$ cat src/hw/lam_pkg.sv
// package: register map, encodings and timing constants for the monitor
package lam_pkg;
   // register offsets on the plain register port
   localparam logic [3:0] REG_CTRL = 4'h0;
   localparam logic [3:0] REG_SPARE_SRC = 4'h1;
   localparam logic [3:0] REG_EXPOSURE = 4'h2;
   localparam logic [3:0] REG_OVERLAP = 4'h3;
   localparam logic [3:0] REG_READOUT = 4'h4;
   localparam logic [3:0] REG_WAIT_STATUS = 4'h5;
   localparam logic [3:0] REG_SW_TRIG = 4'h6;
   // control field positions
   localparam int CTRL_MODE_BIT = 0;
   localparam int CTRL_NOLIMIT_BIT = 1;
   localparam int CTRL_ENABLE_BIT = 2;
   // reset values
   localparam logic [2:0] CTRL_RESET = 3'h4;
   localparam logic [1:0] SPARE_RESET = 2'h0;
   localparam logic [15:0] EXPOSURE_RESET = 16'h0014;
   localparam logic [15:0] OVERLAP_RESET = 16'h0046;
   localparam logic [15:0] READOUT_RESET = 16'h0080;
   // overlap upper limit unless removed, raw units
   localparam logic [15:0] OVERLAP_MAX = 16'h03E8;
   // spare output sources
   localparam logic [1:0] SRC_EXPOSURE = 2'h0;
   localparam logic [1:0] SRC_TRIG_READY = 2'h1;
   localparam logic [1:0] SRC_FREQ_CONV = 2'h2;
   // time base: one raw count is 100 ns; abs us times 10 gives raw
   localparam int TIME_BASE_NS = 100;
   localparam int CLK_PERIOD_NS = 10;
   localparam int ABS_TO_RAW = 10;
   localparam int TICK_CYCLES = TIME_BASE_NS / CLK_PERIOD_NS;
   localparam logic [3:0] TICK_LAST = 4'(TICK_CYCLES - 1);
   typedef enum {
      LAM_ST_IDLE,
      LAM_ST_WAIT,
      LAM_ST_EXPOSE,
      LAM_ST_HOLD
   } lam_state_type;
endpackage : lam_pkg

$ cat src/hw/lam_timer_if.sv
// interface: timebase counter request and done between monitor and timer
`timescale 1ns/1ps
`default_nettype none
interface lam_timer_if;
   logic start;
   logic [15:0] count;
   logic done;
   logic busy;
   modport ctl (output start, output count, input done, input busy);
   modport tmr (input start, input count, output done, output busy);
endinterface : lam_timer_if
`default_nettype wire

$ cat src/hw/lam_timer.sv
// module: counts raw 100 ns time-base units for the monitor
`timescale 1ns/1ps
`default_nettype none
module lam_timer
(
   input wire logic core_clk,
   input wire logic rst,
   lam_timer_if.tmr tif
);
   logic [3:0] tick_q;
   logic [15:0] left_q;
   logic busy_q;
   logic done_q;
   wire tick_end = (tick_q == lam_pkg::TICK_LAST);
   wire last_unit = tick_end && (left_q <= 16'h0001);

   // each raw count is one time-base unit of 100 ns
   always_ff @(posedge core_clk or posedge rst)
   begin
      if (rst)
      begin
         tick_q <= 4'h0;
         left_q <= 16'h0000;
         busy_q <= 1'b0;
         done_q <= 1'b0;
      end
      else if (tif.start)
      begin
         tick_q <= 4'h0;
         left_q <= tif.count;
         busy_q <= 1'b1;
         done_q <= 1'b0;
      end
      else
      begin
         done_q <= busy_q && last_unit;
         busy_q <= busy_q && !last_unit;
         tick_q <= (tick_end || !busy_q) ? 4'h0 : tick_q + 4'h1;
         if (busy_q && tick_end)
         begin
            left_q <= left_q - 16'h0001;
         end
      end
   end
   assign tif.done = done_q;
   assign tif.busy = busy_q;
endmodule : lam_timer
`default_nettype wire

$ cat src/hw/lam_monitor.sv
// module: line acquisition monitor with status and spare output routing
//
// Implementation choices: the register addresses and the plain strobed port.
`timescale 1ns/1ps
`default_nettype none
module lam_monitor
(
   input wire logic core_clk,
   input wire logic rst,
   input wire logic [3:0] reg_addr,
   input wire logic [15:0] reg_wdata,
   input wire logic reg_wr,
   input wire logic reg_rd,
   output logic [15:0] reg_rdata,
   input wire logic hw_line_start_trigger,
   input wire logic freq_conv_out,
   output logic exposure_active,
   output logic waiting_trigger_choice,
   output logic spare_output_line
);
   // ====================================================
   // registers
   logic [2:0] ctrl_q;
   logic [1:0] spare_src_q;
   logic [15:0] exposure_q;
   logic [15:0] overlap_q;
   logic [15:0] readout_q;
   logic [15:0] rdata_q;
   logic trig_prev_q;
   logic sw_trig_q;
   logic expo_q;
   logic wait_q;
   logic spare_q;
   logic [15:0] ro_left_q;
   logic ro_run_q;
   lam_pkg::lam_state_type state_q;
   lam_pkg::lam_state_type state_d;

   lam_timer_if tif ();
   lam_timer u_timer
   (
      .core_clk(core_clk),
      .rst(rst),
      .tif(tif)
   );

   function automatic logic hit(input logic [3:0] a, input logic [3:0] r);
      hit = (a == r);
   endfunction : hit

   // ====================================================
   // decode
   wire width_mode = ctrl_q[lam_pkg::CTRL_MODE_BIT];
   wire no_limit = ctrl_q[lam_pkg::CTRL_NOLIMIT_BIT];
   wire enable = ctrl_q[lam_pkg::CTRL_ENABLE_BIT];
   wire wr_ctrl = reg_wr && hit(reg_addr, lam_pkg::REG_CTRL);
   wire wr_src = reg_wr && hit(reg_addr, lam_pkg::REG_SPARE_SRC);
   wire wr_exp = reg_wr && hit(reg_addr, lam_pkg::REG_EXPOSURE);
   wire wr_ovl = reg_wr && hit(reg_addr, lam_pkg::REG_OVERLAP);
   wire wr_ro = reg_wr && hit(reg_addr, lam_pkg::REG_READOUT);
   wire wr_sw = reg_wr && hit(reg_addr, lam_pkg::REG_SW_TRIG);
   // limit applies unless removed; write is clamped
   wire ovl_clamp = !no_limit && (reg_wdata > lam_pkg::OVERLAP_MAX);
   // raw value is abs us times ten, i.e. 100 ns units
   wire [15:0] ovl_wval = ovl_clamp ? lam_pkg::OVERLAP_MAX : reg_wdata;
   wire hw_rise = hw_line_start_trigger && !trig_prev_q;
   wire waiting = (state_q == lam_pkg::LAM_ST_WAIT);
   // triggers count only in the waiting state
   wire take_trig = waiting && (hw_rise || sw_trig_q);
   // timed mode waits out the exposure, width mode the overlap register value
   wire [15:0] hold_cnt =
      width_mode ? overlap_q : exposure_q;
   wire readout_done = !ro_run_q;
   wire timer_idle = !tif.busy && !tif.start;

   // ====================================================
   // acquisition state
   always_comb
   begin
      state_d = state_q;
      case (state_q)
         lam_pkg::LAM_ST_IDLE:
            if (enable)
               state_d = lam_pkg::LAM_ST_WAIT;
         lam_pkg::LAM_ST_WAIT:
            if (!enable)
               state_d = lam_pkg::LAM_ST_IDLE;
            else if (take_trig)
               state_d = lam_pkg::LAM_ST_EXPOSE;
         lam_pkg::LAM_ST_EXPOSE:
            if (tif.done)
               state_d = lam_pkg::LAM_ST_HOLD;
         lam_pkg::LAM_ST_HOLD:
            // wait again once readout and timer end
            if (readout_done && timer_idle)
               state_d = lam_pkg::LAM_ST_WAIT;
         default:
            state_d = lam_pkg::LAM_ST_IDLE;
      endcase
   end

   assign tif.start = take_trig;
   assign tif.count = hold_cnt;

   // ====================================================
   // configuration and state flops
   always_ff @(posedge core_clk or posedge rst)
   begin
      if (rst)
      begin
         ctrl_q <= lam_pkg::CTRL_RESET;
         spare_src_q <= lam_pkg::SPARE_RESET;
         exposure_q <= lam_pkg::EXPOSURE_RESET;
         overlap_q <= lam_pkg::OVERLAP_RESET;
         readout_q <= lam_pkg::READOUT_RESET;
         state_q <= lam_pkg::LAM_ST_IDLE;
         trig_prev_q <= 1'b0;
         sw_trig_q <= 1'b0;
      end
      else
      begin
         if (wr_ctrl)
            ctrl_q <= reg_wdata[2:0];
         if (wr_src)
            spare_src_q <= reg_wdata[1:0];
         if (wr_exp)
            exposure_q <= reg_wdata;
         if (wr_ovl)
            overlap_q <= ovl_wval;
         if (wr_ro)
            readout_q <= reg_wdata;
         state_q <= state_d;
         trig_prev_q <= hw_line_start_trigger;
         // one-cycle request; lost if the state is not waiting
         sw_trig_q <= wr_sw && reg_wdata[0];
      end
   end

   // ====================================================
   // readout of the previous line runs from each accepted trigger
   always_ff @(posedge core_clk or posedge rst)
   begin
      if (rst)
      begin
         ro_left_q <= 16'h0000;
         ro_run_q <= 1'b0;
      end
      else if (take_trig)
      begin
         ro_left_q <= readout_q;
         ro_run_q <= (readout_q != 16'h0000);
      end
      else if (ro_run_q)
      begin
         ro_left_q <= ro_left_q - 16'h0001;
         ro_run_q <= (ro_left_q > 16'h0001);
      end
   end

   // ====================================================
   // outputs, all registered
   wire expo_d = (state_d == lam_pkg::LAM_ST_EXPOSE);
   wire wait_d = (state_d == lam_pkg::LAM_ST_WAIT);
   wire [15:0] rd_val =
      hit(reg_addr, lam_pkg::REG_CTRL) ? {13'h0000, ctrl_q} :
      hit(reg_addr, lam_pkg::REG_SPARE_SRC) ? {14'h0000, spare_src_q} :
      hit(reg_addr, lam_pkg::REG_EXPOSURE) ? exposure_q :
      hit(reg_addr, lam_pkg::REG_OVERLAP) ? overlap_q :
      hit(reg_addr, lam_pkg::REG_READOUT) ? readout_q :
      // read-only view of the same wait state
      hit(reg_addr, lam_pkg::REG_WAIT_STATUS) ? {15'h0000, wait_q} :
      16'h0000;
   logic spare_d;
   always_comb
   begin
      case (spare_src_q)
         lam_pkg::SRC_EXPOSURE: spare_d = expo_d;
         lam_pkg::SRC_TRIG_READY: spare_d = wait_d;
         lam_pkg::SRC_FREQ_CONV: spare_d = freq_conv_out;
         default: spare_d = 1'b0;
      endcase
   end

   always_ff @(posedge core_clk or posedge rst)
   begin
      if (rst)
      begin
         expo_q <= 1'b0;
         wait_q <= 1'b0;
         spare_q <= 1'b0;
         rdata_q <= 16'h0000;
      end
      else
      begin
         expo_q <= expo_d;
         wait_q <= wait_d;
         spare_q <= spare_d;
         rdata_q <= reg_rd ? rd_val : 16'h0000;
      end
   end

   assign exposure_active = expo_q;
   assign waiting_trigger_choice = wait_q;
   assign spare_output_line = spare_q;
   assign reg_rdata = rdata_q;

   // ====================================================
   // checks
   a_wait_tracks_state: assert property (@(posedge core_clk)
      disable iff (rst)
      waiting_trigger_choice == (state_q == lam_pkg::LAM_ST_WAIT))
      else $error("wait output differs from wait state");

   a_trig_drops_wait: assert property (@(posedge core_clk)
      disable iff (rst)
      (waiting && hw_rise && enable) |=> !waiting_trigger_choice)
      else $error("wait did not fall on trigger");

   a_busy_ignores_trig: assert property (@(posedge core_clk)
      disable iff (rst)
      (!waiting && state_q != lam_pkg::LAM_ST_IDLE) |=> !$rose(tif.busy))
      else $error("trigger accepted while not ready");

   a_sw_ignored: assert property (@(posedge core_clk)
      disable iff (rst)
      (sw_trig_q && !waiting) |=> $stable(state_q))
      else $error("software trigger acted while busy");

   a_expo_follows: assert property (@(posedge core_clk)
      disable iff (rst)
      take_trig |=> exposure_active)
      else $error("exposure not active after trigger");

   a_status_read: assert property (@(posedge core_clk)
      disable iff (rst)
      (reg_rd && hit(reg_addr, lam_pkg::REG_WAIT_STATUS))
      |=> reg_rdata == {15'h0000, $past(wait_q)})
      else $error("status read mismatch");

   a_spare_expo: assert property (@(posedge core_clk)
      disable iff (rst)
      (spare_src_q == lam_pkg::SRC_EXPOSURE && !wr_src)
      |=> spare_output_line == exposure_active)
      else $error("spare line not exposure active");

   a_spare_wait: assert property (@(posedge core_clk)
      disable iff (rst)
      (spare_src_q == lam_pkg::SRC_TRIG_READY && !wr_src)
      |=> spare_output_line == waiting_trigger_choice)
      else $error("spare line not trigger wait");

   a_overlap_limit: assert property (@(posedge core_clk)
      disable iff (rst)
      (wr_ovl && !no_limit) |=> overlap_q <= lam_pkg::OVERLAP_MAX)
      else $error("overlap exceeds limit");

   a_expo_tracks: assert property (@(posedge core_clk)
      disable iff (rst)
      exposure_active == (state_q == lam_pkg::LAM_ST_EXPOSE))
      else $error("exposure output differs from exposure state");

   // a stale readout must never let the next trigger in early
   a_wait_ready: assert property (@(posedge core_clk)
      disable iff (rst)
      $rose(waiting_trigger_choice) |-> readout_done && !tif.busy)
      else $error("wait rose before readout and timer ended");

   a_readout_gate: assert property (@(posedge core_clk)
      disable iff (rst)
      (state_q == lam_pkg::LAM_ST_HOLD && ro_run_q)
      |=> !waiting_trigger_choice)
      else $error("wait rose while readout still running");

   a_spare_freq: assert property (@(posedge core_clk)
      disable iff (rst)
      (spare_src_q == lam_pkg::SRC_FREQ_CONV && !wr_src)
      |=> spare_output_line == $past(freq_conv_out))
      else $error("spare line not converter output");

   a_overlap_kept: assert property (@(posedge core_clk)
      disable iff (rst)
      (wr_ovl && no_limit) |=> overlap_q == $past(reg_wdata))
      else $error("overlap changed although limit removed");

   a_overlap_clamp: assert property (@(posedge core_clk)
      disable iff (rst)
      (wr_ovl && ovl_clamp) |=> overlap_q == lam_pkg::OVERLAP_MAX)
      else $error("overlap not clamped to limit");

   // idle monitor shows neither exposure nor readiness
   a_idle_quiet: assert property (@(posedge core_clk)
      disable iff (rst)
      (state_q == lam_pkg::LAM_ST_IDLE)
      |-> !exposure_active && !waiting_trigger_choice)
      else $error("idle monitor drives exposure or wait");
endmodule : lam_monitor
`default_nettype wire

$ cat config.mk
export PLATFORM = sky130hd
export DESIGN_NAME = lam_monitor
export DESIGN_NICKNAME = d
export VERILOG_FILES = /design/src/hw/lam_pkg.sv /design/src/hw/lam_timer_if.sv /design/src/hw/lam_timer.sv /design/src/hw/lam_monitor.sv
export SDC_FILE = /design/constraint.sdc
export NUM_CORES = 1
export LEC_CHECK = 0
export ABC_CLOCK_PERIOD_IN_PS = 6040
export BUFFER_PORTS_ARGS = -buffer_cell sky130_fd_sc_hd__buf_4
export CORE_ASPECT_RATIO = 0.75
export CORE_MARGIN = 2
export CORE_UTILIZATION = 60
export CTS_BUF_LIST = sky130_fd_sc_hd__clkbuf_4 sky130_fd_sc_hd__clkbuf_8 sky130_fd_sc_hd__clkbuf_16
export CTS_CLUSTER_SIZE = 20
export DETAILED_ROUTE_END_ITERATION = 10
export HOLD_SLACK_MARGIN = 0.1
export MAX_ROUTING_LAYER = met4
export PLACE_DENSITY = 0.79
export RECOVER_POWER = 50
export SKIP_LAST_GASP = 1
export SLEW_MARGIN = 20
export SYNTH_ARGS = -nofsm -noshare
export SYNTH_HDL_FRONTEND = slang
export SYNTH_SLANG_ARGS = --single-unit
export TNS_END_PERCENT = 10
$ cat constraint.sdc
create_clock -name core_clk -period 6.04 [get_ports core_clk]
set_input_delay 0.604 -clock core_clk [delete_from_list [all_inputs] [get_ports core_clk]]
set_output_delay 0.604 -clock core_clk [all_outputs]
set_load 0.03 [all_outputs]
==> results of run 1 <==
[metal layers]
| layer | GRT usage | up-vias |
|---|---|---|
| li1 | - | 2054 |
| met1 | 0.383 | 2251 |
| met2 | 0.409 | 153 |
| met3 | 0.0802 | 19 |
| met4 | 0.0881 | 0 |
| met5 | - | - |
[sequential cells by signal, summed over array words and instances (netlist names), 4 cells and up]
signal / count
state_q: 32
overlap_q: 16
reg_rdata: 16
u_timer.left_q: 16
u_timer.tick_q: 4
readout_q: 16
ro_left_q: 16
exposure_q: 16
[area by class of cell]
cell class / count / area share
Timing Repair Buffer: 47 / 0.0381
Tap cell: 136 / 0.0233
Inverter: 7 / 0.00378
Multi-Input combinational cell: 392 / 0.352
Sequential cell: 145 / 0.499
Clock inverter: 10 / 0.0184
Clock buffer: 21 / 0.0651
[critical path: stages]
cell and delay [ns]:
clkbuf_4 0.11, clkinvlp_2 1.57, buf_4 0.98
[metrics by stage]
stage	util	setup slack [ns]	std cells	area, um2	hold slack (ns)
floorplan	-	1.55	568	6320	0.472
global placement	0.664	3.40	726	6750	0.491
detailed placement	0.664	3.29	726	6750	0.503
CTS	0.724	3.29	757	7360	0.279
global route	0.717	2.48	758	7290	0.330
finish	0.717	3.12	758	7290	0.333
[cells in the mapped netlist, types with 8 or more instances]
cell type	instances
a211oi_1	11
a21oi_1	27
a22oi_1	15
clkbuf_1	16
dfrtp_1	138
mux2_2	39
mux2i_1	9
nand2_1	58
nand4_1	8
nor2_1	31
nor2b_1	16
nor3_1	10
nor4_1	19
o21ai_0	22
xnor2_1	22
xor2_1	8
[path summary, 6_finish.rpt]
check	startpoint	to	cells past startpoint
min in group asynchronous	rst	spare_src_q[1]	2
worst max register to register	state_q[28]	u_timer.left_q[15]	5
worst min-delay path	hw_line_start_trigger	trig_prev_q	1
max in group core_clk	state_q[28]	u_timer.left_q[15]	5
worst max-delay path	rst	u_timer.left_q[11]	3
worst min register to register	u_timer.tick_q[0]	u_timer.tick_q[0]	1
[cell families after synthesis]
| family | synth area share |
|---|---|
| AO/OA/AOI/OAI | 0.112 |
| buffers and inverters | 0.0201 |
| flip-flops | 0.585 |
| adder cells (fa/ha/maj) | 0.0121 |
| other | 0.000603 |
| AND/OR/NAND/NOR | 0.143 |
| XOR/XNOR | 0.0423 |
| multiplexers | 0.0851 |
[report_power, final]
group | internal [mW] | total, mW | switching (mW)
clock network | 0.681 | 1.07 | 0.385
logic | 0.102 | 0.204 | 0.101
registers | 1.07 | 1.18 | 0.111
total | 1.86 | 2.45 | 0.598
==> impl_metrics.py, run 1 <==
metrics = {
    "outcome": {
        "outcome": "finished, violations left",
        "violations": "max-capacitance violations, max-slew violations",
    },
    "layout": {
        "ff_latch_area_mm2": 0.00364,
        "area_growth_pct": 17.3,
        "layout-drive-gt1-share": 0.180,
        "layout_commonest_cell": "dfrtp_1",
        "layout.filler_cells": 724,
        "final_nets": 642,
        "n_antenna_cell": 0,
        "multiInputGateArea_mm2": 0.00257,
        "layout_common_cells": "138 x dfrtp_1, 58 x nand2_1, 39 x mux2_2",
    },
    "floorplan": {
        "fp.dieH_um": 92.1,
        "row_count": 32,
        "core-area_mm2": 0.0102,
        "die_w_um": 122,
        "initial_core_util": 0.611,
        "dieArea_mm2": 0.0112,
        "ioPinCount": 45,
    },
    "global_routing": {
        "grt_overflow": 0,
        "grt_pass1_vias": 4541,
        "grt_antenna_before_repair": 0,
        "grt_pass1_wl_um": 23000,
        "grt_max_degree": 80,
        "grt_usage": 0.280,
    },
    "synthesis": {
        "synth-main-ff-cell": "dfrtp_1",
        "synthCells": 539,
        "yosysUniqueCellTypes": 56,
        "synth_top_area_frac": 0.556,
        "ys_ff_latch": 145,
        "synthArstFlopShare": 1.00,
        "ys_warn_count": 0,
        "seq_area_frac_synth": 0.585,
        "synth_edf_count": 0,
        "synth.cell_area_mm2": 0.00622,
        "syn-mean-instance-area_um2": 11.5,
        "synth_area_leaders": "dfrtp_1 56%, mux2_2 7.1%, nand2_1 3.5%",
        "yosysTopAreaCell": "dfrtp_1",
    },
    "route": {
        "viasPerCell": 5.91,
        "wl_met2_um": 6460,
        "postRouteAntennaNets": 0,
        "routed_wirelength_um": 14000,
        "drcViolationCount": 0,
        "dr.max_layer_used": "met4",
        "drt_pass1_iterations": 5,
        "post_drt_wl_per_cell_um": 18.4,
        "vias": 4477,
        "drt_iter0_markers": 465,
        "drt-met1-wl_um": 6420,
        "met3_length_um": 914,
    },
    "timing": {
        "setup_viol": 0,
        "max_freq_mhz": 343,
        "finalHoldViolCount": 0,
        "layout_min_cycle_time_ns": 2.92,
        "fin_crit_sh": 0.483,
        "rsz0062_at_grt": "false",
        "relSlewSlack": -0.868,
        "clock_skew_ns": 0.0139,
        "drv_slew": 68,
        "fin_setup_tns_ns": 0,
        "worstMarginPinSlew_ns": 2.79,
    },
    "clocking": {
        "clockBufferDepth": 2,
        "numCtsBuffers": 17,
        "cts_setup_buffers": 0,
        "htree_levels": 4,
        "clk_pin_slew_ns": 0.05,
        "clk_latency_ns": 0.42,
        "cts_num_sinks": 145,
        "cts_root_buf": "clkbuf_16",
        "tritoncts": "yes",
        "cts_resized": 0,
        "ctsHoldBuffers": 0,
    },
    "critical_path": {
        "critPathMaxFanout": 79,
        "critPathArrivalTime_ns": 3.32,
        "worstPathRequired_ns": 6.44,
        "end_kind": "async pin",
        "reg2reg_slack_ns": 3.31,
        "cp-start-kind": "primary input",
        "critPathKind": "primary input to async pin",
    },
    "placed_design": {
        "gp_congestion": 0.854,
        "io_buffers": 44,
        "dp_hpwl_um": 9230,
    },
    "power": {
        "cellPowerDensity_mw_per_mm2": 337,
        "fin_total_pwr_mw": 2.45,
        "p_leak_nw": 2.98,
        "ir_drop_uv": 347,
    },
    "job": {
        "maxCapViolations": 1,
    },
    "worst_hold_path": {
        "hold_class": "primary input to flop",
    },
}
(Power assumes the default switching activity.)
==> run 2: changes to the inputs <==
--- a/config.mk
+++ b/config.mk
@@ -5,17 +5,17 @@
 export SDC_FILE = /design/constraint.sdc
 export NUM_CORES = 1
 export LEC_CHECK = 0
-export ABC_CLOCK_PERIOD_IN_PS = 6040
+export ABC_CLOCK_PERIOD_IN_PS = 2600
 export BUFFER_PORTS_ARGS = -buffer_cell sky130_fd_sc_hd__buf_4
 export CORE_ASPECT_RATIO = 0.75
 export CORE_MARGIN = 2
-export CORE_UTILIZATION = 60
+export CORE_UTILIZATION = 54
 export CTS_BUF_LIST = sky130_fd_sc_hd__clkbuf_4 sky130_fd_sc_hd__clkbuf_8 sky130_fd_sc_hd__clkbuf_16
 export CTS_CLUSTER_SIZE = 20
 export DETAILED_ROUTE_END_ITERATION = 10
 export HOLD_SLACK_MARGIN = 0.1
 export MAX_ROUTING_LAYER = met4
-export PLACE_DENSITY = 0.79
+export PLACE_DENSITY = 0.75
 export RECOVER_POWER = 50
 export SKIP_LAST_GASP = 1
 export SLEW_MARGIN = 20
==> constraint.sdc (replaced) <==
create_clock -name core_clk -period 2.6 [get_ports core_clk]
set_input_delay 0.26 -clock core_clk [delete_from_list [all_inputs] [get_ports core_clk]]
set_output_delay 0.26 -clock core_clk [all_outputs]
set_load 0.03 [all_outputs]
==> run 2 against run 1 <==
The flow still finishes with violations (max-capacitance violations, max-slew violations). Power rose by 120%. Clock power rose by 110%. Critical path depth rose by 2. Via count rose by 0.92%. Count of clock-buffer cells in the layout fell by 3. Sequential cell count did not move. Die area rose by 11%. Worst setup slack got worse by 2.7 ns. Combinational power rose to 2.5 times the previous value. Core utilization fell by 4.3 points. Cell count rose by 2.8%. Largest cell class unchanged. Largest power group unchanged.
==> impl_metrics.py, run 2 (synthesized netlist as in run 1, its figures left out) <==
metrics = {
    "timing": {
        "fin_crit_sh": 0.828,
        "layout_min_cycle_time_ns": 2.15,
        "fin_setup_tns_ns": 0,
        "max_freq_mhz": 465,
        "rsz0062_at_grt": "false",
        "drv_slew": 146,
        "clock_skew_ns": 0.00857,
        "setup_viol": 0,
        "finalHoldViolCount": 0,
        "worstMarginPinSlew_ns": 1.90,
        "relSlewSlack": -0.266,
    },
    "layout": {
        "largest-register": "state_q",
        "layout_common_cells": "138 x dfrtp_1, 58 x nand2_1, 49 x buf_4",
        "layout-drive-gt1-share": 0.219,
        "layout_commonest_cell": "dfrtp_1",
        "largest_reg_flops": 32,
        "area_growth_pct": 20.0,
        "final_nets": 658,
        "n_antenna_cell": 0,
    },
    "critical_path": {
        "end_kind": "flop",
        "r2r-start": "u_timer.left_q[6]",
        "cp-start-kind": "flop",
        "worstPathRequired_ns": 2.90,
        "critPathMaxFanout": 4,
        "crit_start": "u_timer.left_q[6]",
        "critPathKind": "flop to flop",
        "critPathArrivalTime_ns": 2.45,
    },
    "route": {
        "postRouteAntennaNets": 0,
        "wl_met2_um": 6700,
        "vias": 4518,
        "routed_wirelength_um": 14500,
        "drt-met1-wl_um": 6570,
        "met3_length_um": 992,
        "drcViolationCount": 0,
        "post_drt_wl_per_cell_um": 18.6,
        "drt_iter0_markers": 406,
        "dr.max_layer_used": "met4",
        "viasPerCell": 5.80,
        "drt_pass1_iterations": 5,
    },
    "floorplan": {
        "core-area_mm2": 0.0111,
        "ioPinCount": 45,
        "dieArea_mm2": 0.0124,
        "fp.dieH_um": 96.9,
        "initial_core_util": 0.562,
        "die_w_um": 128,
        "row_count": 33,
    },
    "power": {
        "cellPowerDensity_mw_per_mm2": 740,
        "fin_total_pwr_mw": 5.52,
        "ir_drop_uv": 493,
        "p_leak_nw": 3.10,
    },
    "worst_hold_path": {
        "worstHoldStart": "reg_wdata[2]",
        "hold_class": "primary input to flop",
    },
    "global_routing": {
        "grt_usage": 0.261,
        "grt_pass1_wl_um": 24100,
        "grt_pass1_vias": 4587,
        "grt_max_degree": 146,
        "grt_antenna_before_repair": 0,
        "grt_overflow": 0,
    },
    "clocking": {
        "cts_num_sinks": 145,
        "clk_pin_slew_ns": 0.06,
        "htree_levels": 4,
        "cts_setup_buffers": 0,
        "clockBufferDepth": 2,
        "tritoncts": "yes",
        "clk_latency_ns": 0.43,
        "cts_root_buf": "clkbuf_16",
        "numCtsBuffers": 17,
    },
    "placed_design": {
        "io_buffers": 44,
        "dp_hpwl_um": 9320,
        "gp_congestion": 0.908,
    },
    "job": {
        "maxCapViolations": 1,
    },
    "outcome": {
        "outcome": "finished, violations left",
        "violations": "max-capacitance violations, max-slew violations",
    },
}
[run 2: cell count changes in the layout (fill, tap and decap cells not counted), sizes merged]
cell	change
clkinv	-2
clkbuf	-22
inv	+7
bufinv	-3
clkinvlp	+2
dlygate4sd3	+10
buf	+25
[run 2: layer usage]
metal,vias to the layer above,track usage
met4,0,0.0997
met5,-,-
li1,2072,-
met2,149,0.374
met3,24,0.0525
met1,2273,0.371
[run 2: timing repair]
| item | in CTS | in global routing |
|---|---|---|
| hold buffers | 10 | 0 |
| resized for setup | 0 | 0 |
| endpoints found under the hold margin | 19 | 0 |
[run 2: layout make-up]
cell class	instances	area (um2)
sequential	145	3640
fill	804	3610
multi-input combinational	392	2570
timing repair buffer	63	494
clock buffer	18	433
tap	140	175
clock inverter	14	121
inverter	7	27.5
[run 2: where the power goes]
| part | internal (mW) | switching [mW] |
|---|---|---|
| registers | 2.49 | 0.239 |
| clock network | 1.26 | 1.02 |
| logic | 0.262 | 0.251 |
| total | 4.01 | 1.51 |
[run 2: worst max-delay path: stages (launching register included)]
cell and delay, ns:
dfrtp_1 0.41, nor4_1 0.65, nand4_1 0.39, nor4_1 0.32
xnor2_1 0.17, a21oi_1 0.08
[run 2: stage by stage]
stage / cells / worst slack [ns] / cell area, um2 / hold slack, ns / util
finish: 779 / 0.448 / 7460 / 0.110 / 0.674
global route: 779 / 0.240 / 7460 / 0.107 / 0.674
CTS: 779 / 0.451 / 7480 / 0.100 / 0.676
detailed placement: 737 / 0.589 / 6820 / 0.380 / 0.616
global placement: 737 / 0.644 / 6820 / 0.378 / 0.616
floorplan: 568 / 0.527 / 6330 / 0.291 / -
[run 2: worst paths after layout]
check | endpoint | slack (ns) | cells past startpoint
max in group asynchronous | ro_left_q[3] | 0.86 | 3
min in group asynchronous | state_q[12] | 0.54 | 3
worst min-delay path | overlap_q[2] | 0.11 | 2
worst min register to register | u_timer.tick_q[0] | 0.51 | 1
worst max register to register | u_timer.left_q[14] | 0.45 | 5
worst max-delay path | u_timer.left_q[14] | 0.45 | 5
